<file path="src/ugc_pkg.sv">
// Purpose: Shared constants and types for the general command interpreter.
// Assumes: One system clock; the protocol engine delivers events on that clock.
// Notes:   Command codes, the unlock key and field positions live here only.
package ugc_pkg;

    // Command codes carried on the low byte lines in the command phase.
    localparam logic [3:0] UGC_CMD_RESULT_NIB = 4'ha;
    localparam logic [7:0] UGC_CMD_UNLOCK     = 8'hb0;
    localparam logic [7:0] UGC_CMD_SPARE_WR   = 8'hb2;
    localparam logic [7:0] UGC_CMD_SPARE_RD   = 8'hb3;
    localparam logic [7:0] UGC_CMD_FRAME_RD   = 8'hb4;
    localparam logic [7:0] UGC_CMD_ID_RD      = 8'hb5;

    // Key that lifts write protection after a resume.
    localparam logic [15:0] UGC_UNLOCK_KEY = 16'haa37;

    // Widths and reset values.
    localparam int         UGC_EP_NUM     = 16;
    localparam int         UGC_SPARE_W    = 13;
    localparam int         UGC_FRAME_W    = 11;
    localparam logic [7:0] UGC_RES_RST    = 8'h00;

    // Result byte layout.
    localparam int UGC_RES_OVR_BIT = 7;
    localparam int UGC_RES_TOG_BIT = 6;
    localparam int UGC_RES_ERR_LSB = 1;
    localparam int UGC_RES_OK_BIT  = 0;

    // Synchronised pin vector layout.
    localparam int UGC_PIN_CS  = 0;
    localparam int UGC_PIN_RD  = 1;
    localparam int UGC_PIN_WR  = 2;
    localparam int UGC_PIN_PH  = 3;

    // Last-transaction error codes reported by the protocol engine.
    typedef enum logic [3:0] {
        UGC_ERR_NONE = 4'h0, UGC_ERR_PID_CHK = 4'h1, UGC_ERR_PID_UNK = 4'h2,
        UGC_ERR_UNEXP = 4'h3, UGC_ERR_TOK_CRC = 4'h4, UGC_ERR_DAT_CRC = 4'h5,
        UGC_ERR_TIMEOUT = 4'h6, UGC_ERR_BABBLE = 4'h7, UGC_ERR_EOP = 4'h8,
        UGC_ERR_NAK = 4'h9, UGC_ERR_STALL = 4'ha, UGC_ERR_OVERFLOW = 4'hb,
        UGC_ERR_ISO_EMPTY = 4'hc, UGC_ERR_STUFF = 4'hd, UGC_ERR_SYNC = 4'he,
        UGC_ERR_TOGGLE = 4'hf
    } ugc_err_t;

    // One transaction report from the protocol engine.
    typedef struct packed {
        logic       valid;
        logic [3:0] ep;
        logic       ok;
        logic       toggle;
        ugc_err_t   err;
    } ugc_txn_t;

    // One good start-of-frame report.
    typedef struct packed {
        logic                   valid;
        logic [UGC_FRAME_W-1:0] frame;
    } ugc_sof_t;

    // Whole state of the interpreter.
    typedef struct packed {
        logic [3:0]                   pin_s1;
        logic [3:0]                   pin_s2;
        logic [15:0]                  din_s1;
        logic [15:0]                  din_s2;
        logic                         rd_p;
        logic                         wr_p;
        logic [7:0]                   code;
        logic                         idx;
        logic [7:0]                   lo;
        logic                         locked;
        logic [UGC_SPARE_W-1:0]       spare;
        logic [UGC_FRAME_W-1:0]       frame;
        logic [UGC_EP_NUM-1:0][7:0]   res;
        logic [UGC_EP_NUM-1:0]        pend;
        logic [15:0]                  dout;
        logic                         doe;
    } ugc_state_t;

    // Reset state; pin synchronisers start at the idle level of the strobes.
    localparam logic [3:0] UGC_PIN_IDLE = 4'h7;
    localparam ugc_state_t UGC_STATE_RST = '{pin_s1: UGC_PIN_IDLE, pin_s2: UGC_PIN_IDLE,
                                             default: '0};

endpackage

</file>
<file path="src/ugc_general_cmd.sv">
// Purpose: General command interpreter of a full-speed USB peripheral controller.
// Assumes: Strobes, phase and data come from a processor on another clock.
//          Data lines are held stable for several cycles around a write strobe.
// Notes:   Each access is a command code write followed by a data phase.
//          Power-on leaves it unlocked; a suspend from the engine locks it.
// Operation
// - A0..AF read one endpoint's result byte
// - New transaction replaces stored result byte
// - Bit 7 flags event before previous read
// - Bit 6 holds toggle of last good packet
// - Bit 0 marks success; bit 5 reserved
// - Error field bits 4..1, codes 0..7
// - Error field codes 8..15
// - Suspend blocks all register writes but the B0 key
// - Reads return zero while locked
// - B0 plus key AA37h unlocks, low first
// - B2/B3 access 13-bit spare word, reset zero
// - B4 returns frame of last good SOF
// - Frame undefined after bus reset until SOF
// - B5 returns part code and BCD revision
`timescale 1ns/10ps
module ugc_general_cmd #(
    parameter bit         BYTE_BUS    = 1'b0,
    parameter logic [7:0] PART_CODE   = 8'h5a,   // Arbitrary value.
    parameter logic [7:0] SILICON_REV = 8'h10    // Arbitrary value.
) (
    // Clock and reset.
    input  wire logic                 mclk,
    input  wire logic                 rst,
    // Processor pins.
    input  wire logic                 cpu_cs_n,
    input  wire logic                 cpu_rd_n,
    input  wire logic                 cpu_wr_n,
    input  wire logic                 phase_select_line,
    input  wire logic [15:0]          cpu_din,
    output logic      [15:0]          cpu_dout,
    output logic                      cpu_doe,
    // Protocol engine events.
    input  wire ugc_pkg::ugc_txn_t    txn,
    input  wire ugc_pkg::ugc_sof_t    sof,
    input  wire logic                 usb_suspend,
    // Protection state for buffer memory.
    output logic                      write_protect
);
    import ugc_pkg::*;

    ugc_state_t q;
    ugc_state_t d;

    // Only the second synchroniser stage is read, so a metastable first stage
    // never reaches the decoders.
    // Strobe edges seen after the synchronisers.
    logic        rd_act;
    logic        wr_act;
    logic        rd_beg;
    logic        rd_end;
    logic        wr_end;
    logic        cmd_ph;
    logic        word_done;
    logic [15:0] word_in;
    logic [7:0]  cur_res;
    logic        clr_hit;

    assign rd_act    = !q.pin_s2[UGC_PIN_CS] && !q.pin_s2[UGC_PIN_RD];
    assign wr_act    = !q.pin_s2[UGC_PIN_CS] && !q.pin_s2[UGC_PIN_WR];
    assign rd_beg    = rd_act && !q.rd_p;
    assign rd_end    = !rd_act && q.rd_p;
    assign wr_end    = !wr_act && q.wr_p;
    assign cmd_ph    = q.pin_s2[UGC_PIN_PH];
    assign word_done = wr_end && !cmd_ph && (!BYTE_BUS || q.idx);
    // On the byte bus a word acts on its second byte; a new command code drops
    // a lone first byte.
    assign word_in   = BYTE_BUS ? {q.din_s2[7:0], q.lo} : q.din_s2;
    assign cur_res   = q.res[q.code[3:0]];
    // A finished result read of the endpoint that is reporting right now.
    assign clr_hit   = rd_end && !cmd_ph && !q.locked &&
                       q.code[7:4] == UGC_CMD_RESULT_NIB && txn.valid &&
                       txn.ep == q.code[3:0];

    // Word presented for a read; everything reads zero while locked.
    // Pending marks survive a locked read, so firmware must unlock before it
    // polls results. Unknown codes read as zero.
    function automatic logic [15:0] read_word(input ugc_state_t s);
        logic [15:0] w;
        w = 16'h0000;
        if (!s.locked) begin
            if (s.code[7:4] == UGC_CMD_RESULT_NIB) begin
                w[7:0] = s.res[s.code[3:0]];
            end else begin
                unique case (s.code)
                    UGC_CMD_SPARE_RD: w[UGC_SPARE_W-1:0] = s.spare;
                    UGC_CMD_FRAME_RD: w[UGC_FRAME_W-1:0] = s.frame;
                    UGC_CMD_ID_RD:    w = {PART_CODE, SILICON_REV};
                    default:          w = 16'h0000;
                endcase
            end
        end
        return w;
    endfunction

    // Next-state logic for the whole interpreter.
    always_comb begin
        logic [15:0] w;
        logic        ovr;
        w = read_word(q);
        ovr = 1'b0;
        d = q;
        // Data is used only once a strobe end is seen, by which time the writer
        // has held it stable for several cycles, so no word handshake is needed.
        d.pin_s1 = {phase_select_line, cpu_wr_n, cpu_rd_n, cpu_cs_n};
        d.pin_s2 = q.pin_s1;
        d.din_s1 = cpu_din;
        d.din_s2 = q.din_s1;
        d.rd_p = rd_act;
        d.wr_p = wr_act;

        // Command phase takes a new code and restarts byte pairing.
        if (wr_end && cmd_ph) begin
            d.code = q.din_s2[7:0];
            d.idx = 1'b0;
        end else if (wr_end) begin
            d.idx = BYTE_BUS ? !q.idx : 1'b0;
            d.lo = q.din_s2[7:0];
        end

        // Whole data words: unlock key and spare word.
        if (word_done && q.code == UGC_CMD_UNLOCK && word_in == UGC_UNLOCK_KEY) begin
            d.locked = 1'b0;
        end
        if (word_done && q.code == UGC_CMD_SPARE_WR && !q.locked) begin
            d.spare = word_in[UGC_SPARE_W-1:0];
        end

        // Data-phase read strobes drive the bus for as long as they are held.
        if (rd_beg && !cmd_ph) begin
            d.doe = 1'b1;
            d.dout = BYTE_BUS ? {8'h00, (q.idx ? w[15:8] : w[7:0])} : w;
        end
        if (rd_end) begin
            d.doe = 1'b0;
            d.dout = 16'h0000;
            if (!cmd_ph) begin
                d.idx = BYTE_BUS ? !q.idx : 1'b0;
                if (!q.locked && q.code[7:4] == UGC_CMD_RESULT_NIB) begin
                    d.pend[q.code[3:0]] = 1'b0;
                end
            end
        end

        // A new transaction replaces the result; the set beats a read clear.
        if (txn.valid) begin
            ovr = q.pend[txn.ep] && !clr_hit;
            d.pend[txn.ep] = 1'b1;
            d.res[txn.ep][UGC_RES_OVR_BIT] = ovr;
            if (txn.ok) begin
                d.res[txn.ep][UGC_RES_TOG_BIT] = txn.toggle;
            end
            d.res[txn.ep][UGC_RES_TOG_BIT-1] = 1'b0;
            d.res[txn.ep][UGC_RES_ERR_LSB+:4] = txn.err;
            d.res[txn.ep][UGC_RES_OK_BIT] = txn.ok;
        end

        // Frame value is simply held across a bus reset until the next SOF.
        if (sof.valid) begin
            d.frame = sof.frame;
        end

        // Suspend locks and wins over a key arriving in the same cycle.
        if (usb_suspend) begin
            d.locked = 1'b1;
        end
    end

    // State register. The synchronisers reset to the idle strobe level, since
    // an all-zero reset would look like a read and a write the moment it ends.
    always_ff @(posedge mclk or posedge rst) begin
        if (rst) begin
            q <= UGC_STATE_RST;
        end else begin
            q <= d;
        end
    end

    // Outputs come straight from the state register.
    assign cpu_dout      = q.dout;
    assign cpu_doe       = q.doe;
    assign write_protect = q.locked;
endmodule

</file>
<file path="config.mk">
export PLATFORM = sky130hd
export DESIGN_NAME = ugc_general_cmd
export DESIGN_NICKNAME = d
export VERILOG_FILES = /design/src/ugc_pkg.sv /design/src/ugc_general_cmd.sv
export SDC_FILE = /design/constraint.sdc
export NUM_CORES = 1
export LEC_CHECK = 0
export ABC_AREA = 1
export BUFFER_PORTS_ARGS = -buffer_cell sky130_fd_sc_hd__buf_2
export CAP_MARGIN = 20
export CORE_UTILIZATION = 65
export DETAILED_ROUTE_END_ITERATION = 10
export PLACE_DENSITY = 0.84
export SLEW_MARGIN = 20
export SYNTH_ARGS = -nofsm -noshare
export SYNTH_HDL_FRONTEND = slang
export SYNTH_SLANG_ARGS = --single-unit
</file>
<file path="constraint.sdc">
create_clock -name mclk -period 15.3 [get_ports mclk]
set_input_delay 0 -clock mclk [delete_from_list [all_inputs] [get_ports mclk]]
set_output_delay 0 -clock mclk [all_outputs]
set_load 0.01 [all_outputs]
</file>
==> results.txt, run 1 <==
- Drt first-iter violations: 1303
* Final-stage net count: 1376
* Run status: finished clean
* Static power due to leakage: 6.20 nW
- For the pin with the worst max-slew slack, the measured transition is 0.884 ns.
- At the later pin of the worst-skew pair, clock insertion delay measures 0.53 ns.
- Via Count: 9060
- Final Slew Violations: 0
- Largest net degree at the start of global routing: 117
* Worst IR drop on VDD: 0.109 mV
- STA classifies the critical path startpoint as a flip-flop.
- Most used DFF post-synth: dfrtp_1
* Number of synthesized flops with an enable pin: 0
- The initial antenna violation count is 1.
- Along the worst path, the maximum fanout reaches 20.
- Area share of the largest cell type after synthesis: 0.541
* Number of standard cells in the layout, taps in and fillers out: 1565
* Number of H-tree branching levels: 1
- The worst register-to-register path has a depth of 8.
- The tree is rooted in a clkbuf_16.
* Wire length of the first global-routing pass: 46200 um
* Worst hold path stage count: 4
- Setup violations remaining at the end of the flow were counted as 0.
* Max frequency: 386 MHz
- The worst setup path is of the flip-flop to flip-flop kind.
- Total number of placement rows: 46
- After detailed routing, the number of remaining DRC violations is 0.
- STA classifies the critical path endpoint as a flip-flop.
* Fraction of synthesis flops using an asynchronous set or reset pin: 1.00
- Ranked by instance count, the synthesized netlist is headed by 394 x nand2_1, 228 x dfrtp_1, 132 x nor2_1, 127 x o21ai_0, 119 x inv_1.
* Clock buffers created by TritonCTS: 25
- Initial core utilization: 0.664
* # clock sinks: 234
- Final count of hold timing violations: 0
- Synthesis produced 1243 cells.
- Final antenna diode count: 0
- RSZ-0062 raised after global routing: no
- Post-route cell area: 12200 sq um
- TritonCTS built the clock tree.
- At the end of routability-driven placement, the weighted congestion stood at 0.913.
- After synthesis, the mean cell area works out to 8.48 sq um.
* Cell area after synthesis: 10500 sq um
* DP HPWL: 18200 um
* Count of input and output buffers: 61
- Wirelength per Cell: 18.9 um
- Of the cells placed in the final design, the portion with a size suffix greater than 1 is 0.148.
- The detail route stage leaves a number of antenna-violating nets equal to 0.
- Post-cts resize count: 0
* Standard cell area after detailed placement: 10700 sq um
- Detail-routed via count per cell: 5.79
- Dpl cells: 1461
- Max-cap check violation count: 0
- In this run the register-to-register setup slack is 12.71 ns.
- In the finished design, the share of the clock period the worst path needs comes to 0.169.
- Yosys printed 0 warnings.
* Fraction of the core area covered by cells at the end of the flow: 0.766
* Relative slew margins: 0.409
- Data on the critical path arrives at its endpoint at 3.04 ns.
- The die is 129 um wide.
* Leading post-synthesis cells by cell area: dfrtp_1 54%, nand2_1 14%, o21ai_0 6.0%, nor2_1 4.7%, inv_1 4.2%
- Post-synth top area cell: dfrtp_1
* Yosys cell types: 39
* Core Region: 15900 sq um
- The floorplan step defined a die boundary enclosing 16700 sq um.
* Clock buffer depth: 3
* Leading cell type by number of instances after synthesis: nand2_1
- Compared with the post-synthesis result, the final layout area differs by 15.4%.
- For this run, the register share of the synthesized area comes to 0.556.
- Die Y: 129 um
- After layout, the minimum clock period comes to 2.59 ns.
* Fin Clk Skew: 0.0193 ns
- The path class of the tightest hold or removal check is primary input to flip-flop.
- Vias in the first global route: 8797
* Total Power Consumption: 1.66 mW
- Post-Route WL: 29600 um
- Total I/O pin count: 64
* First-pass iteration count of the detailed router: 8
* Seq cells post-synth: 234
- Total routing usage reported by global routing: 0.370
- For this design the ratio of total power to cell area is 136 nW/um^2.
* Critical path data required time: 15.75 ns
- After global routing the overflow that remains totals 0.
- Setup Total Neg Slack: 0 ns
- Clock-pin slew on the worst setup and hold paths: 0.06 ns
==> path summary, 6_finish.rpt <==
| check | from | end |
|---|---|---|
| worst min-delay path | txn[9] | q[158]$_DFFE_PP0P_ |
| worst max-delay path | q[195]$_DFFE_PP0P_ | cpu_dout[3]$_DFFE_PP0P_ |
| worst min register to register | d[211]$_DFF_PP0_ | word_in[6]$_DFF_PP0_ |
| worst max register to register | q[195]$_DFFE_PP0P_ | cpu_dout[3]$_DFFE_PP0P_ |
| max in group asynchronous | rst | q[61]$_DFFE_PP0P_ |
| min in group asynchronous | rst | q[82]$_DFFE_PP0P_ |
==> kinds of logic after synthesis <==
group,synth area share
other,0.000356
multiplexers,0.00107
AND/OR/NAND/NOR,0.257
buffers and inverters,0.0853
flip-flops,0.556
XOR/XNOR,0.00249
AO/OA/AOI/OAI,0.0977
==> critical path: stages, from the launching register on <==
cell	delay (ns)
dfrtp_1	0.86
nand2_2	0.50
inv_2	0.36
nand2_4	0.10
nor2_4	0.26
nand2_1	0.08
o21ai_0	0.08
a21boi_1	0.17
o21ai_2	0.09
==> cells in the final DEF, fill, tap and decap left out, drive strengths merged <==
| cell | n |
|---|---|
| nand2 | 420 |
| dfrtp | 228 |
| o21ai | 155 |
| nor2 | 145 |
| inv | 134 |
| buf | 63 |
| dlygate4sd3 | 58 |
| nand3 | 40 |
| clkbuf | 33 |
| a21oi | 14 |
| nor3 | 8 |
| o22ai | 7 |
| nand4 | 7 |
| a21boi | 6 |
| dfstp | 6 |
| clkinv | 5 |
| clkinvlp | 4 |
| xor2 | 3 |
| or2 | 2 |
| o22a | 2 |
| conb | 2 |
| bufinv | 2 |
| mux2 | 1 |
| a22oi | 1 |
| a31oi | 1 |
| o21a | 1 |
| o21bai | 1 |
==> metal layers <==
layer | vias to the layer above | global-route usage | part of all wire
met5 | - | 0 | 0.00027
met4 | 2 | 0.185 | 0.050
met3 | 145 | 0.0896 | 0.11
li1 | 4029 | - | -
met1 | 4297 | 0.498 | 0.39
met2 | 587 | 0.565 | 0.45
==> power breakdown <==
| group | internal, mW | leakage (nW) | switching (mW) |
|---|---|---|---|
| Sequential | 0.701 | 2.88 | 0.0547 |
| Clock | 0.360 | 0.405 | 0.253 |
| Combinational | 0.0961 | 2.91 | 0.193 |
| Total | 1.16 | 6.20 | 0.501 |
==> cell type report <==
class | count | area [sq um]
clock inverters | 13 | 136
flip-flops and latches | 234 | 5860
inverters | 132 | 503
clock buffers | 33 | 706
repair buffers | 121 | 901
fillers | 1093 | 3720
multi-input cells | 816 | 3780
well taps | 216 | 270
==> stage by stage <==
stage / hold slack, ns / worst slack (ns)
floorplan: 0.00448 / 8.89
global placement: 0.106 / 12.95
detailed placement: 0.106 / 12.86
CTS: 0.0563 / 12.80
global route: 0.113 / 12.54
finish: 0.0852 / 12.71
==> repair_timing <==
action	in CTS	in global routing
buffers inserted	0	0
hold endpoints to repair	160	0
hold buffers	58	0
==> flip-flops by register name (all words and copies together), names as in the netlist <==
| register | count |
|---|---|
| cmd_ph | 1 |
| cpu_doe | 1 |
| cpu_dout | 14 |
| d | 20 |
| q | 181 |
| word_in | 16 |
| write_protect | 1 |
(Power assumes the default switching activity.)
==> run 2: changes to the inputs <==
- CORE_UTILIZATION: 65 -> 55
- PLACE_DENSITY: 0.84 -> 0.76
- clock period: 15.3 -> 2.1 ns (I/O delays scaled with it)
==> run 2 against run 1 <==
  * Final cell count increased by 3.1%
  * Largest power group unchanged
  * Worst hold slack got worse by 0.053 ns
  * Sequential power increased to 7.2 times the previous value
  * Maximum frequency is 30% higher
  * Die area rose by 18%
  * Largest cell class unchanged
  * Combinational power increased to 7.6 times the previous value
  * Critical path depth is 2 lower
  * Critical path type unchanged
==> results.txt, run 2 (synthesis gave the netlist of run 1 again) <==
- Run status: finished clean (unchanged)
- Total routing usage reported by global routing: 0.304 (was 0.370)
- Worst IR drop on VDD: 0.632 mV (was 0.109 mV)
- The post-place setup slack is 0.0430 ns (was 12.86 ns).
- The later-pin clock latency in the skew report came to 0.53 ns (about the same).
- Leading cell types in the layout, fill and taps excluded: 394 x nand2_1, 228 x dfrtp_1, 132 x nor2_1, 127 x o21ai_0, 118 x inv_1 (unchanged).
- Layout-stage area growth over the synthesis result: 17.8% (was 15.4%)
- The wire length on met2 was 12600 um (was 13300 um).
- The leading cell type in the layout, fill and taps excluded was nand2_1 (unchanged).
- The maximum number of pins on one net before global-route repair came to 69 (was 117).
- Antenna Nets Post-Route: 0 (unchanged)
- Via Count: 8725 (was 9060)
- Top Layer Used: met4 (was met5)
- Total number of placement rows: 50 (was 46)
* Final count of hold timing violations: 0 (unchanged)
- Total Power Consumption: 12.0 mW (was 1.66 mW)
- Core Region: 18800 sq um (was 15900 sq um)
- Clock root buffer: clkbuf_16 (unchanged)
- The maximum clock insertion buffer count came to 3 (unchanged).
- The number of sinks handled by clock tree synthesis was 234 (unchanged).
- Max frequency: 504 MHz (was 386 MHz)
- The count of nets after finishing was 1405 (was 1376).
* Count of input and output buffers: 61 (unchanged)
- The peak fanout along the critical path was 19 (was 20).
- The kind of launch point of the worst setup path was a flip-flop (unchanged).
- Dpl cells: 1507 (was 1461)
- Vias in the first global route: 8477 (was 8797)
- First-pass iteration count of the detailed router: 7 (was 8)
* Die Y: 140 um (was 129 um)
- The relative slew slack was 0.556 (was 0.409).
* Wirelength per Cell: 17.6 um (was 18.9 um)
* Final weighted congestion of routability-driven global placement: 0.940 (was 0.913)
- The final global-route overflow total is 0 (unchanged).
- Met3 WL: 2080 um (was 3330 um)
- The data arrival time at the worst-slack endpoint is 2.44 ns (was 3.04 ns).
- The die extent in x was 140 um (was 129 um).
- The final critical-path setup slack came to 0.115 ns (was 12.71 ns).
- Wire length of the first global-routing pass: 46100 um (was 46200 um)
- The number of failing setup endpoints in the final timing report is 0 (unchanged).
- The number of flip-flops in the largest register was 181 (unchanged).
- Critical path data required time: 2.55 ns (was 15.75 ns)
- Drt first-iter violations: 833 (was 1303)
- Floorplan die area: 19700 sq um (was 16700 sq um)
- The worst setup path category is flip-flop to flip-flop (unchanged).
* Initial core utilization: 0.562 (was 0.664)
- The proportion of layout cells with a drive suffix above 1 is 0.163 (was 0.148).
* Total I/O pin count: 64 (unchanged)
- The setup clock skew after layout came to 0.00890 ns (was 0.0193 ns).
- The actual slew at the worst max-slew pin came to 0.665 ns (was 0.884 ns).
* Fraction of the core area covered by cells at the end of the flow: 0.662 (was 0.766)
- TritonCTS clock tree: done (unchanged)
* Setup Total Neg Slack: 0 ns (unchanged)
* Detail-routed via count per cell: 5.41 (was 5.79)
- Count of buffers added by post-CTS timing repair for setup: 0 (unchanged)
- The clock transition at the register clock pins on the worst setup and hold paths after CTS came to 0.06 ns (about the same).
- The power per cell area was 963 nW/um^2 (was 136 nW/um^2).
- The final period utilization is 0.945 (was 0.169).
* Clock buffers created by TritonCTS: 25 (unchanged)
- The final period demand of the worst path is 1.99 ns (was 2.59 ns).
- The met1 layer wirelength in the final routing is 12400 um (was 11400 um).
* Antenna violations before repair: 0 (was 1)
* Max-cap check violation count: 0 (unchanged)
* Static power due to leakage: 6.34 nW (was 6.20 nW)
- Number of H-tree branching levels: 1 (unchanged)
- The detailed-route DRC error count was 0 (unchanged).
- The type of the tightest min-delay check is primary input to asynchronous set/reset pin (was primary input to flip-flop).
- RSZ-0062 raised after global routing: yes (was no).
- DP HPWL: 19200 um (was 18200 um)
- Number of standard cells in the layout, taps in and fillers out: 1613 (was 1565)
* Final Slew Violations: 0 (unchanged)
- Register name with the most flops: q (unchanged)
- The type of destination of the critical path was a flip-flop (unchanged).
* Post-Route WL: 28400 um (was 29600 um)
run 2: cell count changes in the layout (fill, tap and decap cells not counted):
cell	change
dlygate4sd3_1	+1
clkinv_4	-1
buf_4	+25
diode_2	+1
inv_8	-1
bufinv_16	-1
clkbuf_1	+3
nand2_4	+2
nand2_2	-2
buf_12	+3
run 2: final timing paths:
kind / startpoint / endpoint / slack [ns] / cells past startpoint
worst min register to register: d[209]$_DFF_PP0_ / word_in[4]$_DFF_PP0_ / 0.35 / 0
worst max-delay path: q[195]$_DFFE_PP0P_ / cpu_dout[3]$_DFFE_PP0P_ / 0.11 / 6
worst max register to register: q[195]$_DFFE_PP0P_ / cpu_dout[3]$_DFFE_PP0P_ / 0.11 / 6
max in group asynchronous: rst / word_in[7]$_DFF_PP0_ / 1.32 / 4
min in group mclk: txn[8] / q[126]$_DFFE_PP0P_ / 0.06 / 5
worst min-delay path: rst / q[161]$_DFFE_PP0P_ / 0.03 / 3
run 2: critical path, cell delays in order (launching register included):
cell and delay, ns:
dfrtp_1 0.54, inv_2 0.21, nand2_4 0.30, o22ai_1 0.12, o21ai_0 0.45, nand2_1 0.13
o21ai_2 0.17
run 2: power by group:
| group | switching, mW | internal [mW] | leakage (nW) |
|---|---|---|---|
| Combinational | 1.43 | 0.783 | 3.07 |
| Clock | 1.79 | 2.50 | 0.390 |
| Sequential | 0.340 | 5.10 | 2.88 |
| Total | 3.56 | 8.39 | 6.34 |
run 2: final cells by class:
class / count / area [sq um]
Timing Repair Buffer: 150 / 1160
Inverter: 132 / 499
Clock inverter: 10 / 90.1
Sequential cell: 234 / 5860
Tap cell: 234 / 293
Antenna cell: 1 / 2.50
Fill cell: 1491 / 6350
Multi-Input combinational cell: 816 / 3790
Clock buffer: 36 / 717
run 2: timing repair:
item,4_1_cts,5_1_grt
hold buffers,59,0
resized for setup,0,2
endpoints found under the setup margin,0,16
endpoints found under the hold margin,300,0
run 2: per-stage QoR:
stage | area (sq um) | hold WS [ns]
5_1_grt | 12400 | 0.0520
2_1_floorplan | 10600 | 0.00448
3_5_place_dp | 11000 | 0.0280
4_1_cts | 12400 | 0.0303
6_report | 12400 | 0.0319
3_3_place_gp | 11000 | 0.0200
run 2: layer usage:
metal  global-route usage  vias up
li1                     -     4081
met2                0.457      378
met1                0.442     4177
met4                0.129        0
met5                    0        -
met3               0.0468       89
==> run 3: changes to the inputs <==
==> constraint.sdc (replaced) <==
create_clock -name mclk -period 2.1 [get_ports mclk]
set_input_delay 0.105 -clock mclk [delete_from_list [all_inputs] [get_ports mclk]]
set_output_delay 0.105 -clock mclk [all_outputs]
set_load 0.01 [all_outputs]
==> run 3 against run 2 <==
  * Count of clock-buffer cells in the layout shrank 3
  * Highest routed layer unchanged
  * Maximum frequency grew 5.0%
  * Clock power grew 4%
  * Core utilization is the same
  * Non-clock buffer count shrank 4
  * Worst setup slack gained 0.095 ns
  * Routed wire length shrank 2.3%
  * Final cell count shrank 0.37%
  * Largest power group unchanged
==> results.txt, run 3 (synthesis gave the netlist of run 1 again) <==
- Clock buffers created by TritonCTS: 25 (unchanged)
- The area enclosed by the die boundary was 19700 sq um (unchanged).
* Static power due to leakage: 6.35 nW (was 6.34 nW)
- Final weighted congestion of routability-driven global placement: 0.946 (was 0.940)
- The wire length of the first global-routing pass is 44800 um (was 46100 um).
* Number of standard cells in the layout, taps in and fillers out: 1607 (was 1613)
- The worst setup path category is flip-flop to flip-flop (unchanged).
* Logic pwr share: 0.182 (was 0.185)
* Worst IR drop on VDD: 0.677 mV (was 0.632 mV)
- Internal power of the cells: 8.54 mW (was 8.39 mW)
- The global-route total usage across every layer was 0.294 (was 0.304).
- The placed cell count was 1513 (was 1507).
- Number of H-tree branching levels: 1 (unchanged)
- Power per standard cell area: 977 nW/um^2 (was 963 nW/um^2)
- The number of hold-slack violations in the final timing report was 0 (unchanged).
- Core Region: 18800 sq um (unchanged)
* Largest net degree at the start of global routing: 61 (was 69)
* Antenna violations before repair: 0 (unchanged)
* Number of setup violations in the final report: 0 (unchanged)
* Clock root buffer: clkbuf_16 (unchanged)
- Total Power Consumption: 12.1 mW (was 12.0 mW)
- The required time at the worst-slack endpoint is 2.51 ns (was 2.55 ns).
- Launch instance of the worst min-delay path: sof[11]
- The post-place setup slack was 0.232 ns (was 0.0430 ns).
- Run status: finished clean (unchanged)
- Layout-stage area growth over the synthesis result: 17.8% (unchanged)
* Post-layout minimum cycle time: 1.89 ns (was 1.99 ns)
- Reg2Reg Capture Point: q[179]$_DFFE_PP0P_ (was cpu_dout[3]$_DFFE_PP0P_)
* Reg2Reg Setup Slack: 0.21 ns (was 0.11 ns)
- The sum of net half-perimeters after detailed placement was 19200 um (about the same).
* Clock network fraction of design power: 0.369 (was 0.359)
- Reg-to-Reg Start: q[195]$_DFFE_PP0P_ (unchanged)
- Total number of placement rows: 50 (unchanged)
* Max frequency: 529 MHz (was 504 MHz)
- Crit share post-route: 0.900 (was 0.945)
- The relative slew slack came to 0.535 (was 0.556).
- The TritonCTS clock tree was done (unchanged).
- P_sw: 3.60 mW (was 3.56 mW)
- Initial core utilization: 0.562 (unchanged)
- Fraction of power spent switching nets: 0.296 (was 0.298)
- The number of detailed-routing iterations run before antenna repair is 5 (was 7).
- The data arrival time at the worst-slack endpoint was 2.30 ns (was 2.44 ns).
- Count of buffers added by post-CTS timing repair for setup: 0 (unchanged)
- The clock transition at the register clock pins on the worst setup and hold paths after CTS came to 0.06 ns (about the same).
* RSZ-0062 raised after global routing: no (was yes)
* Post-Route Hold Slack: 0.0121 ns (was 0.0319 ns)
- The final sum of negative setup slack was 0 ns (unchanged).
- The number of flip-flops in the largest register was 181 (unchanged).
- The actual slew at the worst max-slew pin is 0.697 ns (was 0.665 ns).
- Fraction of power consumed by sequential logic: 0.449 (was 0.456)
- The die boundary height came to 140 um (unchanged).
* Final Slew Violations: 0 (unchanged)
- The type of the tightest min-delay check is primary input to flip-flop (was primary input to asynchronous set/reset pin).
- Detail-routed via count per cell: 5.31 (was 5.41)
- The number of primary I/O pins is 64 (unchanged).
* Clock buffer depth: 3 (unchanged)
* Vias in the first global route: 8376 (was 8477)
- The antenna violation net count after detailed routing is 0 (unchanged).
- Share of final-layout standard cells stronger than drive strength 1: 0.170 (was 0.163)
* Worst hold path stage count: 3
* Via Count: 8526 (was 8725)
- Fin Clk Skew: 0.00813 ns (was 0.00890 ns)
- The leading cell type in the layout, fill and taps excluded was nand2_1 (unchanged).
* Count of input and output buffers: 61 (unchanged)
* Register name with the most flops: q (unchanged)
- Later-pin clock latency in the skew report: 0.53 ns (about the same)
- Drt first-iter violations: 735 (was 833)
- The max-capacitance violation count is 0 (unchanged).
* Post-Route WL: 27800 um (was 28400 um)
- Endpoint type of the worst setup path: flip-flop (unchanged)
- The routed length per placed instance is 17.3 um (was 17.6 um).
- The number of sinks handled by clock tree synthesis was 234 (unchanged).
* Global-route congestion overflow total: 0 (unchanged)
* Leading cell types in the layout, fill and taps excluded: 394 x nand2_1, 228 x dfrtp_1, 132 x nor2_1, 127 x o21ai_0, 118 x inv_1 (unchanged)
- The count of nets after finishing is 1401 (was 1405).
* Type of element launching the critical path: flip-flop (unchanged)
- The peak fanout along the critical path came to 23 (was 19).
- The antenna diode count was 0 (was 1).
- Final critical-path setup slack: 0.210 ns (was 0.115 ns)
* Worst min-delay path endpoint: q[161]$_DFFE_PP0P_
- The path depth of the worst reg2reg path was 7 (was 6).
* Width of the chip: 140 um (unchanged)
- Remaining DRCs: 0 (unchanged)
[run 3: cell count changes in the layout (fill, tap and decap cells not counted), moves of 2 or more]
cell / change
clkbuf_1: -4
clkinv_2: +2
inv_6: -2
buf_12: +2
buf_4: +4
nand2_2: +2
nand2_4: -2
dlygate4sd3_1: -10
[run 3: final cells by class]
| type | instances | area (sq um) |
|---|---|---|
| clock buffers | 33 | 716 |
| repair buffers | 146 | 1130 |
| clock inverters | 12 | 134 |
| well taps | 234 | 293 |
| multi-input cells | 816 | 3780 |
| inverters | 132 | 499 |
| fillers | 1482 | 6350 |
| flip-flops and latches | 234 | 5860 |
[run 3: worst max-delay path, stage by stage (launching register included)]
cell and delay [ns]:
dfrtp_1 0.49, buf_4 0.22, nor2_8 0.11, nand2_4 0.06, nor3_4 0.23, nand2_2 0.38, nand2_1 0.19, o21ai_2 0.07
[run 3: worst max path at each step]
stage	cells past startpoint	to	startpoint
4_1_cts	7	q[179]$_DFFE_PP0P_	q[195]$_DFFE_PP0P_
6_report	7	q[179]$_DFFE_PP0P_	q[195]$_DFFE_PP0P_
3_3_place_gp	6	cpu_dout[3]$_DFFE_PP0P_	q[198]$_DFFE_PP0P_
5_1_grt	11	cpu_dout[5]$_DFFE_PP0P_	q[195]$_DFFE_PP0P_
2_1_floorplan	1	cmd_ph$_DFF_PP0_	rst
3_5_place_dp	7	q[179]$_DFFE_PP0P_	q[195]$_DFFE_PP0P_
[run 3: power groups by stage]
stage	registers, mW	logic [mW]	clock network (mW)
final	5.44	2.21	4.48
after global routing	5.51	2.50	4.70
after detailed placement	5.50	2.10	0
after floorplan	5.40	1.52	0
after CTS	5.43	2.19	4.52
after global placement	5.48	2.05	0
[run 3: routing by layer]
metal	track usage	routed length, um	vias up
li1	-	-	4071
met1	0.419	12300	4102
met2	0.452	12500	297
met3	0.0588	2190	56
met4	0.0973	795	0
met5	0	0	-
[run 3: what timing repair did]
action | CTS | global route
hold buffers | 49 | 0
setup endpoints to repair | 0 | 0
gates resized for setup | 0 | 0
endpoints found under the hold margin | 69 | 0
[run 3: stage by stage]
stage | cell area (sq um) | utilization
final | 12400 | 0.662
after global routing | 12400 | 0.662
after CTS | 12400 | 0.662
after detailed placement | 11100 | 0.590
after global placement | 11100 | 0.590
after floorplan | 10600 | -
